**config.mk**
```make
export PLATFORM = sky130hd
export DESIGN_NAME = fwsp_ctrl
export DESIGN_NICKNAME = d
export VERILOG_FILES = /design/src/shared/fwsp_pkg.sv /design/src/logic/fwsp_ctrl.sv /design/src/logic/fwsp_bus_cycle.sv
export VERILOG_INCLUDE_DIRS = /design/src /design/src/shared
export SDC_FILE = /design/constraint.sdc
export NUM_CORES = 1
export LEC_CHECK = 0
export ABC_CLOCK_PERIOD_IN_PS = 1900
export BUFFER_PORTS_ARGS = -buffer_cell sky130_fd_sc_hd__buf_2
export CORE_ASPECT_RATIO = 1.4
export CORE_MARGIN = 2
export CORE_UTILIZATION = 50
export CTS_BUF_LIST = sky130_fd_sc_hd__clkbuf_16
export DETAILED_ROUTE_END_ITERATION = 6
export PLACE_DENSITY_LB_ADDON = 0.08
export SLEW_MARGIN = 10
export SYNTH_ARGS = -nofsm -noshare
export SYNTH_HDL_FRONTEND = slang
export SYNTH_SLANG_ARGS = --single-unit
```
**constraint.sdc**
```tcl
create_clock -name clk -period 1.9 [get_ports clk]
set_input_delay 0.095 -clock clk [delete_from_list [all_inputs] [get_ports clk]]
set_output_delay 0.095 -clock clk [all_outputs]
set_load 0.01 [all_outputs]
```
**src/shared/fwsp_params.svh**
```systemverilog
// timing counts and register offsets for the flash status polling controller
// assumes the 200 MHz system clock and a 32-bit register bus
`ifndef FWSP_PARAMS_SVH
`define FWSP_PARAMS_SVH
`define FWSP_CLK_MHZ 200
`define FWSP_ACC_NS 100
`define FWSP_ACC_CYC ((`FWSP_ACC_NS * `FWSP_CLK_MHZ + 999) / 1000)
`define FWSP_GAP_US 50
`define FWSP_GAP_CYC (`FWSP_GAP_US * `FWSP_CLK_MHZ)
`define FWSP_OFF_CTRL 8'h00
`define FWSP_OFF_ADDR 8'h04
`define FWSP_OFF_DATA 8'h08
`define FWSP_OFF_STAT 8'h0C
`define FWSP_OFF_RDAT 8'h10
`define FWSP_CTRL_GO 0
`define FWSP_CTRL_WR 1
`define FWSP_CTRL_POLL 2
`define FWSP_CTRL_TB2 3
`define FWSP_CTRL_ABANDON 4
`define FWSP_DQ_POLL 7
`define FWSP_DQ_TOG1 6
`define FWSP_DQ_FAIL 5
`define FWSP_DQ_TIMER 3
`define FWSP_DQ_TOG2 2
`define FWSP_RESET_CMD 16'h00F0
`endif

```
**src/shared/fwsp_pkg.sv**
```systemverilog
// types of the flash status polling controller
// used by both design files
package fwsp_pkg;
  typedef enum logic [1:0] {FWSP_RES_NONE, FWSP_RES_PASS, FWSP_RES_FAIL, FWSP_RES_LEFT} fwsp_result_e;
  typedef logic [15:0] fwsp_word_t;
  typedef logic [19:0] fwsp_addr_t;
endpackage

```
**src/logic/fwsp_ctrl.sv**
```systemverilog
// flash write status polling controller with an AXI4-Lite register slave
// assumes the flash status bits on the data lines and a pulled-up ready/busy line
//
// Our own choices: the AXI4-Lite interface to the registers and the register addresses.
`timescale 1ns/1ps
`include "fwsp_params.svh"
module fwsp_ctrl
  import fwsp_pkg::*;
(
  input wire logic clk,
  input wire logic reset,
  input wire logic clkEn,
  input wire logic [7:0] s_axi_awaddr,
  input wire logic s_axi_awvalid,
  output logic s_axi_awready,
  input wire logic [31:0] s_axi_wdata,
  input wire logic [3:0] s_axi_wstrb,
  input wire logic s_axi_wvalid,
  output logic s_axi_wready,
  output logic [1:0] s_axi_bresp,
  output logic s_axi_bvalid,
  input wire logic s_axi_bready,
  input wire logic [7:0] s_axi_araddr,
  input wire logic s_axi_arvalid,
  output logic s_axi_arready,
  output logic [31:0] s_axi_rdata,
  output logic [1:0] s_axi_rresp,
  output logic s_axi_rvalid,
  input wire logic s_axi_rready,
  output logic flashCeN,
  output logic flashOeN,
  output logic flashWeN,
  output fwsp_addr_t flashAddr,
  output fwsp_word_t flashDqOut,
  output logic flashDqOe,
  input wire fwsp_word_t flashDqIn,
  input wire logic ready_busy_n
);
  typedef enum logic [2:0] {FWSP_IDLE, FWSP_WRITE, FWSP_RD1, FWSP_RD2, FWSP_RD3, FWSP_RDARR, FWSP_RST} fwsp_state_e;
  fwsp_state_e state, next_state;
  fwsp_addr_t addrReg;
  fwsp_word_t dataReg;
  logic [4:0] ctrlReg;
  fwsp_result_e result;
  fwsp_word_t firstRead, lastRead, arrayData;
  logic cycStart, cycWrite, cycDone;
  fwsp_word_t cycRead;
  fwsp_addr_t cycAddr;
  fwsp_word_t cycData;
  logic flashBusySeen;
  logic [7:0] awAddr;
  logic awHeld, wHeld;
  logic [31:0] wData;
  logic wStrb0;
  wire awTake = s_axi_awvalid && s_axi_awready;
  wire wTake = s_axi_wvalid && s_axi_wready;
  wire arTake = s_axi_arvalid && s_axi_arready;
  wire writeFire = awHeld && wHeld && !s_axi_bvalid;
  wire idle = (state == FWSP_IDLE);
  wire hitCtrl = (awAddr == `FWSP_OFF_CTRL);
  wire hitAddr = (awAddr == `FWSP_OFF_ADDR);
  wire hitData = (awAddr == `FWSP_OFF_DATA);
  wire writeOk = hitCtrl || hitAddr || hitData;
  wire goCmd = writeFire && hitCtrl && wStrb0 && wData[`FWSP_CTRL_GO] && idle;
  wire abandon = ctrlReg[`FWSP_CTRL_ABANDON];
  // toggle bit under test: toggle two only when the host asks for it
  wire [3:0] togBit = ctrlReg[`FWSP_CTRL_TB2] ? 4'(`FWSP_DQ_TOG2) : 4'(`FWSP_DQ_TOG1);
  wire toggled = (firstRead[togBit] != cycRead[togBit]);
  wire failBit = cycRead[`FWSP_DQ_FAIL];
  wire [31:0] statWord = {24'h000000, ready_busy_n, flashBusySeen, result, 1'b0,
                          !idle, lastRead[`FWSP_DQ_TIMER], lastRead[`FWSP_DQ_FAIL]};
  wire [7:0] rAddr = s_axi_araddr;
  wire rdHit = (rAddr == `FWSP_OFF_CTRL) || (rAddr == `FWSP_OFF_ADDR) || (rAddr == `FWSP_OFF_DATA)
               || (rAddr == `FWSP_OFF_STAT) || (rAddr == `FWSP_OFF_RDAT);
  wire [31:0] rdMux = (rAddr == `FWSP_OFF_CTRL) ? {27'h0000000, ctrlReg} :
                      (rAddr == `FWSP_OFF_ADDR) ? {12'h000, addrReg} :
                      (rAddr == `FWSP_OFF_DATA) ? {16'h0000, dataReg} :
                      (rAddr == `FWSP_OFF_STAT) ? statWord :
                      (rAddr == `FWSP_OFF_RDAT) ? {lastRead, arrayData} : 32'h00000000;
  assign cycAddr = addrReg;
  assign cycData = (state == FWSP_RST) ? `FWSP_RESET_CMD : dataReg;
  assign cycWrite = (state == FWSP_WRITE) || (state == FWSP_RST);
  // no start in the done cycle: the old state would relaunch its own cycle
  assign cycStart = !idle && !cycDone;

  fwsp_bus_cycle fwsp_bus_cycle_inst (
    .clk(clk),
    .reset(reset),
    .clkEn(clkEn),
    .start(cycStart),
    .isWrite(cycWrite),
    .addrIn(cycAddr),
    .dataIn(cycData),
    .done(cycDone),
    .readData(cycRead),
    .flashCeN(flashCeN),
    .flashOeN(flashOeN),
    .flashWeN(flashWeN),
    .flashAddr(flashAddr),
    .flashDqOut(flashDqOut),
    .flashDqOe(flashDqOe),
    .flashDqIn(flashDqIn)
  );

  always_comb
  begin
    next_state = state;
    unique case (state)
      FWSP_IDLE:
        if (goCmd)
          next_state = wData[`FWSP_CTRL_WR] ? FWSP_WRITE : (wData[`FWSP_CTRL_POLL] ? FWSP_RD1 : FWSP_RDARR);
      FWSP_WRITE:
        if (cycDone)
          next_state = ctrlReg[`FWSP_CTRL_POLL] ? FWSP_RD1 : FWSP_IDLE;
      FWSP_RD1:
        if (cycDone)
          next_state = FWSP_RD2;
      FWSP_RD2:
        if (cycDone)
        begin
          if (!toggled)
            next_state = FWSP_RDARR;
          else if (failBit)
            next_state = FWSP_RD3;
          else if (abandon)
            next_state = FWSP_IDLE;
          else
            next_state = FWSP_RD2;
        end
      FWSP_RD3:
        if (cycDone)
          next_state = toggled ? FWSP_RST : FWSP_RDARR;
      FWSP_RDARR:
        if (cycDone)
          next_state = FWSP_IDLE;
      FWSP_RST:
        if (cycDone)
          next_state = FWSP_IDLE;
    endcase
  end

  always_ff @(posedge clk)
  begin
    if (reset)
      state <= FWSP_IDLE;
    else if (clkEn)
      state <= next_state;
  end

  // status capture; compare always against the previous read so polling can continue
  always_ff @(posedge clk)
  begin
    if (reset)
    begin
      firstRead <= 16'h0000;
      lastRead <= 16'h0000;
      arrayData <= 16'h0000;
      result <= FWSP_RES_NONE;
      flashBusySeen <= 1'b0;
    end
    else if (clkEn)
    begin
      if (goCmd)
      begin
        result <= FWSP_RES_NONE;
        flashBusySeen <= 1'b0;
      end
      else if (!ready_busy_n && !idle)
        flashBusySeen <= 1'b1;
      if (cycDone && !cycWrite)
      begin
        firstRead <= cycRead;
        lastRead <= cycRead;
      end
      if (cycDone && state == FWSP_RDARR)
      begin
        arrayData <= cycRead;
        if (result == FWSP_RES_NONE)
          result <= FWSP_RES_PASS;
      end
      if (cycDone && state == FWSP_RD3 && toggled)
        result <= FWSP_RES_FAIL;
      if (cycDone && state == FWSP_RD2 && toggled && !failBit && abandon)
        result <= FWSP_RES_LEFT;
    end
  end

  // register slave: address and data in either order, one write and one read in flight
  always_ff @(posedge clk)
  begin
    if (reset)
    begin
      s_axi_awready <= 1'b1;
      s_axi_wready <= 1'b1;
      awHeld <= 1'b0;
      wHeld <= 1'b0;
      awAddr <= 8'h00;
      wData <= 32'h00000000;
      wStrb0 <= 1'b0;
      s_axi_bvalid <= 1'b0;
      s_axi_bresp <= 2'h0;
      s_axi_arready <= 1'b1;
      s_axi_rvalid <= 1'b0;
      s_axi_rdata <= 32'h00000000;
      s_axi_rresp <= 2'h0;
      ctrlReg <= 5'h00;
      addrReg <= 20'h00000;
      dataReg <= 16'h0000;
    end
    else if (clkEn)
    begin
      if (awTake)
      begin
        awAddr <= s_axi_awaddr;
        awHeld <= 1'b1;
        s_axi_awready <= 1'b0;
      end
      if (wTake)
      begin
        wData <= s_axi_wdata;
        wStrb0 <= s_axi_wstrb[0];
        wHeld <= 1'b1;
        s_axi_wready <= 1'b0;
      end
      if (writeFire)
      begin
        s_axi_bvalid <= 1'b1;
        s_axi_bresp <= writeOk ? 2'h0 : 2'h2;
        if (hitCtrl && wStrb0)
          ctrlReg <= {wData[4:1], 1'b0};
        if (hitAddr && idle)
          addrReg <= wData[19:0];
        if (hitData && idle)
          dataReg <= wData[15:0];
      end
      if (s_axi_bvalid && s_axi_bready)
      begin
        s_axi_bvalid <= 1'b0;
        awHeld <= 1'b0;
        wHeld <= 1'b0;
        s_axi_awready <= 1'b1;
        s_axi_wready <= 1'b1;
      end
      if (arTake)
      begin
        s_axi_arready <= 1'b0;
        s_axi_rvalid <= 1'b1;
        s_axi_rdata <= rdMux;
        s_axi_rresp <= rdHit ? 2'h0 : 2'h2;
      end
      else if (s_axi_rvalid && s_axi_rready)
      begin
        s_axi_rvalid <= 1'b0;
        s_axi_arready <= 1'b1;
      end
    end
  end
endmodule

```
**src/logic/fwsp_bus_cycle.sv**
```systemverilog
// one asynchronous read or write cycle on the flash strobes
// assumes the flash access time fits the constant access count
`timescale 1ns/1ps
`include "fwsp_params.svh"
module fwsp_bus_cycle
  import fwsp_pkg::*;
(
  input wire logic clk,
  input wire logic reset,
  input wire logic clkEn,
  input wire logic start,
  input wire logic isWrite,
  input wire fwsp_addr_t addrIn,
  input wire fwsp_word_t dataIn,
  output logic done,
  output fwsp_word_t readData,
  output logic flashCeN,
  output logic flashOeN,
  output logic flashWeN,
  output fwsp_addr_t flashAddr,
  output fwsp_word_t flashDqOut,
  output logic flashDqOe,
  input wire fwsp_word_t flashDqIn
);
  localparam logic [7:0] ACC = 8'(`FWSP_ACC_CYC);
  logic [7:0] cnt;
  logic busy;
  logic wr;
  wire lastCyc = busy && (cnt == ACC);
  wire strobeEnd = busy && (cnt == ACC + 8'h01);
  always_ff @(posedge clk)
  begin
    if (reset)
    begin
      busy <= 1'b0;
      cnt <= 8'h00;
      wr <= 1'b0;
      done <= 1'b0;
      readData <= 16'h0000;
      flashCeN <= 1'b1;
      flashOeN <= 1'b1;
      flashWeN <= 1'b1;
      flashAddr <= 20'h00000;
      flashDqOut <= 16'h0000;
      flashDqOe <= 1'b0;
    end
    else if (clkEn)
    begin
      done <= strobeEnd;
      if (start && !busy)
      begin
        busy <= 1'b1;
        cnt <= 8'h00;
        wr <= isWrite;
        flashAddr <= addrIn;
        flashDqOut <= dataIn;
        flashDqOe <= isWrite;
        flashCeN <= 1'b0;
        flashOeN <= isWrite;
        flashWeN <= !isWrite;
      end
      else if (busy)
      begin
        cnt <= cnt + 8'h01;
        // capture on the same edge that raises the strobes, so data is sampled while still driven
        if (lastCyc && !wr)
          readData <= flashDqIn;
        if (lastCyc)
        begin
          flashCeN <= 1'b1;
          flashOeN <= 1'b1;
          flashWeN <= 1'b1;
        end
        if (strobeEnd)
        begin
          busy <= 1'b0;
          flashDqOe <= 1'b0;
        end
      end
    end
  end
endmodule

```
==> metrics.md <==
| Metric | Value |
|---|---|
| Rows | `56` |
| Final setup viols | `0` |
| Wire per inst | `17.0 um` |
| RSZ-0062 raised after global routing | `yes` |
| Total grt overflow | `0` |
| Max Cap Viol | `0` |
| Post-route DRC | `0` |
| Routability cong. | `0.860` |
| P_leak | `4.58 nW` |
| First-pass GRT wire length | `36500 um` |
| GRT Total Usage | `0.254` |
| Top-area cell type share of the netlist area | `0.506` |
| 1st-iter DRT viols | `440` |
| Seq/Total Area, Yosys | `0.506` |
| First-pass DRT Iterations | `5` |
| Async S/R FF share, synth | `0` |
| Synthesized cell area | `8500 um^2` |
| Die height | `158 um` |
| Ratio of cells with drive above 1 in the final layout | `0.220` |
| Cells after DPL | `1303` |
| Initial Util | `0.510` |
| Worst-Skew Late Latency | `0.50 ns` |
| NumNets Final | `1270` |
| Post-synth EDFFs | `0` |
| Final critical-path share of the clock period | `0.985` |
| Mean Syn Cell Area | `8.70 um^2` |
| Vias in the first global route | `7210` |
| N_diodes | `0` |
| Initial antenna violation count | `0` |
| CTS sink cnt | `215` |
| Fillers | `1445` |
| Reg area | `4310 um^2` |
| Crit path launch type | `flip-flop` |
| CTS tree | `built` |
| Die Span X | `114 um` |
| Top FF cell, synth | `dfxtp_1` |
| Count of different cell masters after synthesis | `65` |
| CTS max path bufs | `3` |
| PD cells | `978 nW/um^2` |
| CTS Root Cell | `clkbuf_16` |
| CTS Buf Count | `21` |
| Antenna-violating nets left | `0` |
| Total power | `10.9 mW` |
| Worst path arrival time | `2.25 ns` |
| Final setup margin | `0.0292 ns` |
| Worst path required time | `2.28 ns` |
| Status | `finished, final reports clean` |
| Ys Warns | `0` |
| Tmin final | `1.87 ns` |
| Slew @ Worst Pin | `0.716 ns` |
| Fmax | `535 MHz` |
| Synth top cells by count | `dfxtp_1 (215), nand2_1 (191), nor2_1 (116), a21oi_1 (106), mux2i_1 (58)` |
| Multi-input logic area | `3880 um^2` |
| CP Class | `flip-flop to flip-flop` |
| Final Hold Viols | `0` |
| Port buffer count | `140` |
| Layout Skew | `0.0156 ns` |
| Number of I/O pins | `158` |
| Synth area leaders | `dfxtp_1 (51%), nand2_1 (8.4%), mux2i_1 (6.8%)` |
| R2R Path Start | `state[0]$_SDFFE_PP0P_` |
| Worst vdd ir | `0.000692 V` |
| Layout area overhead | `30.9%` |
| Final cell count without fillers | `1408` |
| Flops & latches, synth | `215` |
| Number of vias per cell | `5.41` |
| Cell taking the most area after synthesis | `dfxtp_1` |
| Die area | `18100 um^2` |
| Crit. End Element | `flip-flop` |
| Placed wire-length estimate | `15800 um` |
| Slew headroom | `0.522` |
| CTS clk-pin slew, worst paths | `0.06 ns` |
| Min-delay worst type | `input pin to flip-flop` |
| Area of the core | `16700 um^2` |
| Pin count of the biggest net entering global routing | `60` |
| Pre-CTS setup slack | `-0.106 ns` |
| Critical-path maximum fanout | `21` |
| DR vias | `7620` |
| DRT Wirelength | `24000 um` |
| H-Tree Depth | `1` |
| Cell count after synthesis | `977` |
| Max-slew violations | `0` |
| Count leader, synth | `dfxtp_1` |
| Fin Hold WS | `0.0221 ns` |
| CP Launch Point | `state[0]$_SDFFE_PP0P_` |
| Hold Path Origin | `s_axi_araddr[4]` |
## registers in the layout, indices dropped and copies added, names as in the netlist, 20 cells and up
signal / cells
addrReg: 20
fwsp_bus_cycle_inst.flashAddr: 20
s_axi_rdata: 32
wData: 20
## per-layer routing
metal | GRT usage | share of wire | up-vias | routed length [um]
met5 | 0 | 0 | - | 0
met4 | 0.101 | 0.034 | 0 | 806
met3 | 0.0457 | 0.051 | 45 | 1220
met2 | 0.455 | 0.51 | 210 | 12300
met1 | 0.299 | 0.40 | 3574 | 9640
li1 | - | - | 3791 | -
## final timing paths
path                                                to  slack, ns  cells past startpoint
max            fwsp_bus_cycle_inst.cnt[5]$_SDFFE_PP0P_       0.03                      8
min                        s_axi_rresp[1]$_SDFFE_PP0P_       0.02                      3
max reg2reg    fwsp_bus_cycle_inst.cnt[5]$_SDFFE_PP0P_       0.03                      8
min reg2reg  fwsp_bus_cycle_inst.flashCeN$_SDFFE_PP1P_       0.44                      2
## placed cells by master (no fill, tap or decap), drive strengths merged, types with 3 or more instances in the layout
master	count
o21a	3
nand3	12
mux2i	58
xor2	5
clkinv	7
a22oi	34
a21oi	106
and3	9
a22o	13
nand4	4
o21ai	9
nor4	4
nand2	191
buf	205
o2bb2ai	4
dfxtp	215
nor3	18
or3	4
o22ai	10
nand2b	6
dlygate4sd3	54
clkbuf	23
inv	11
ha	3
bufinv	7
o2111ai	4
and2	10
mux2	3
nor3b	3
nor2b	6
nor2	116
o21bai	3
a31oi	12
## worst max-delay path: stages (launching register included)
cell and delay (ns):
dfxtp_4 0.37, buf_4 0.13, nor3_4 0.04, buf_4 0.14, or4_4 0.59, buf_12 0.19
nand2b_1 0.09, nor4_1 0.05, o21bai_1 0.14
## what timing repair did
item                                    CTS  global route
pin swaps                                 2             7
hold buffers                             54             0
endpoints found under the hold margin    56             0
cloned                                    0             3
gates resized for setup                   2            18
buffers inserted                          0            11
endpoints found under the setup margin   22            66
## final cells by class
cell class                      count  share of cell area
Tap cell                          203              0.0228
Clock inverter                     17              0.0230
Inverter                            8             0.00270
Sequential cell                   215               0.387
Multi-Input combinational cell    683               0.349
Clock buffer                       21              0.0472
Timing Repair Buffer              261               0.168
## kinds of logic after synthesis
group | after synthesis | synth area share
compound gates | 214 | 0.158
xor+xnor | 7 | 0.00721
fa+ha+maj | 3 | 0.00441
buf+inv | 80 | 0.0446
flops | 215 | 0.506
mux | 61 | 0.0722
other cells | 1 | 0.000441
simple gates | 396 | 0.207
## where the power goes
| group | switching [mW] | internal, mW |
|---|---|---|
| Clock | 1.75 | 2.97 |
| Sequential | 0.0771 | 4.62 |
| Combinational | 0.805 | 0.665 |
## per-stage QoR
step	instance area [um^2]	utilization	setup TNS [ns]
floorplan	8510	-	0
global placement	9580	0.575	-0.896
detailed placement	9580	0.575	-1.17
CTS	10900	0.654	0
global route	11100	0.668	-0.0256
finish	11100	0.668	0
Note: power is estimated with default switching activity, not from simulation.
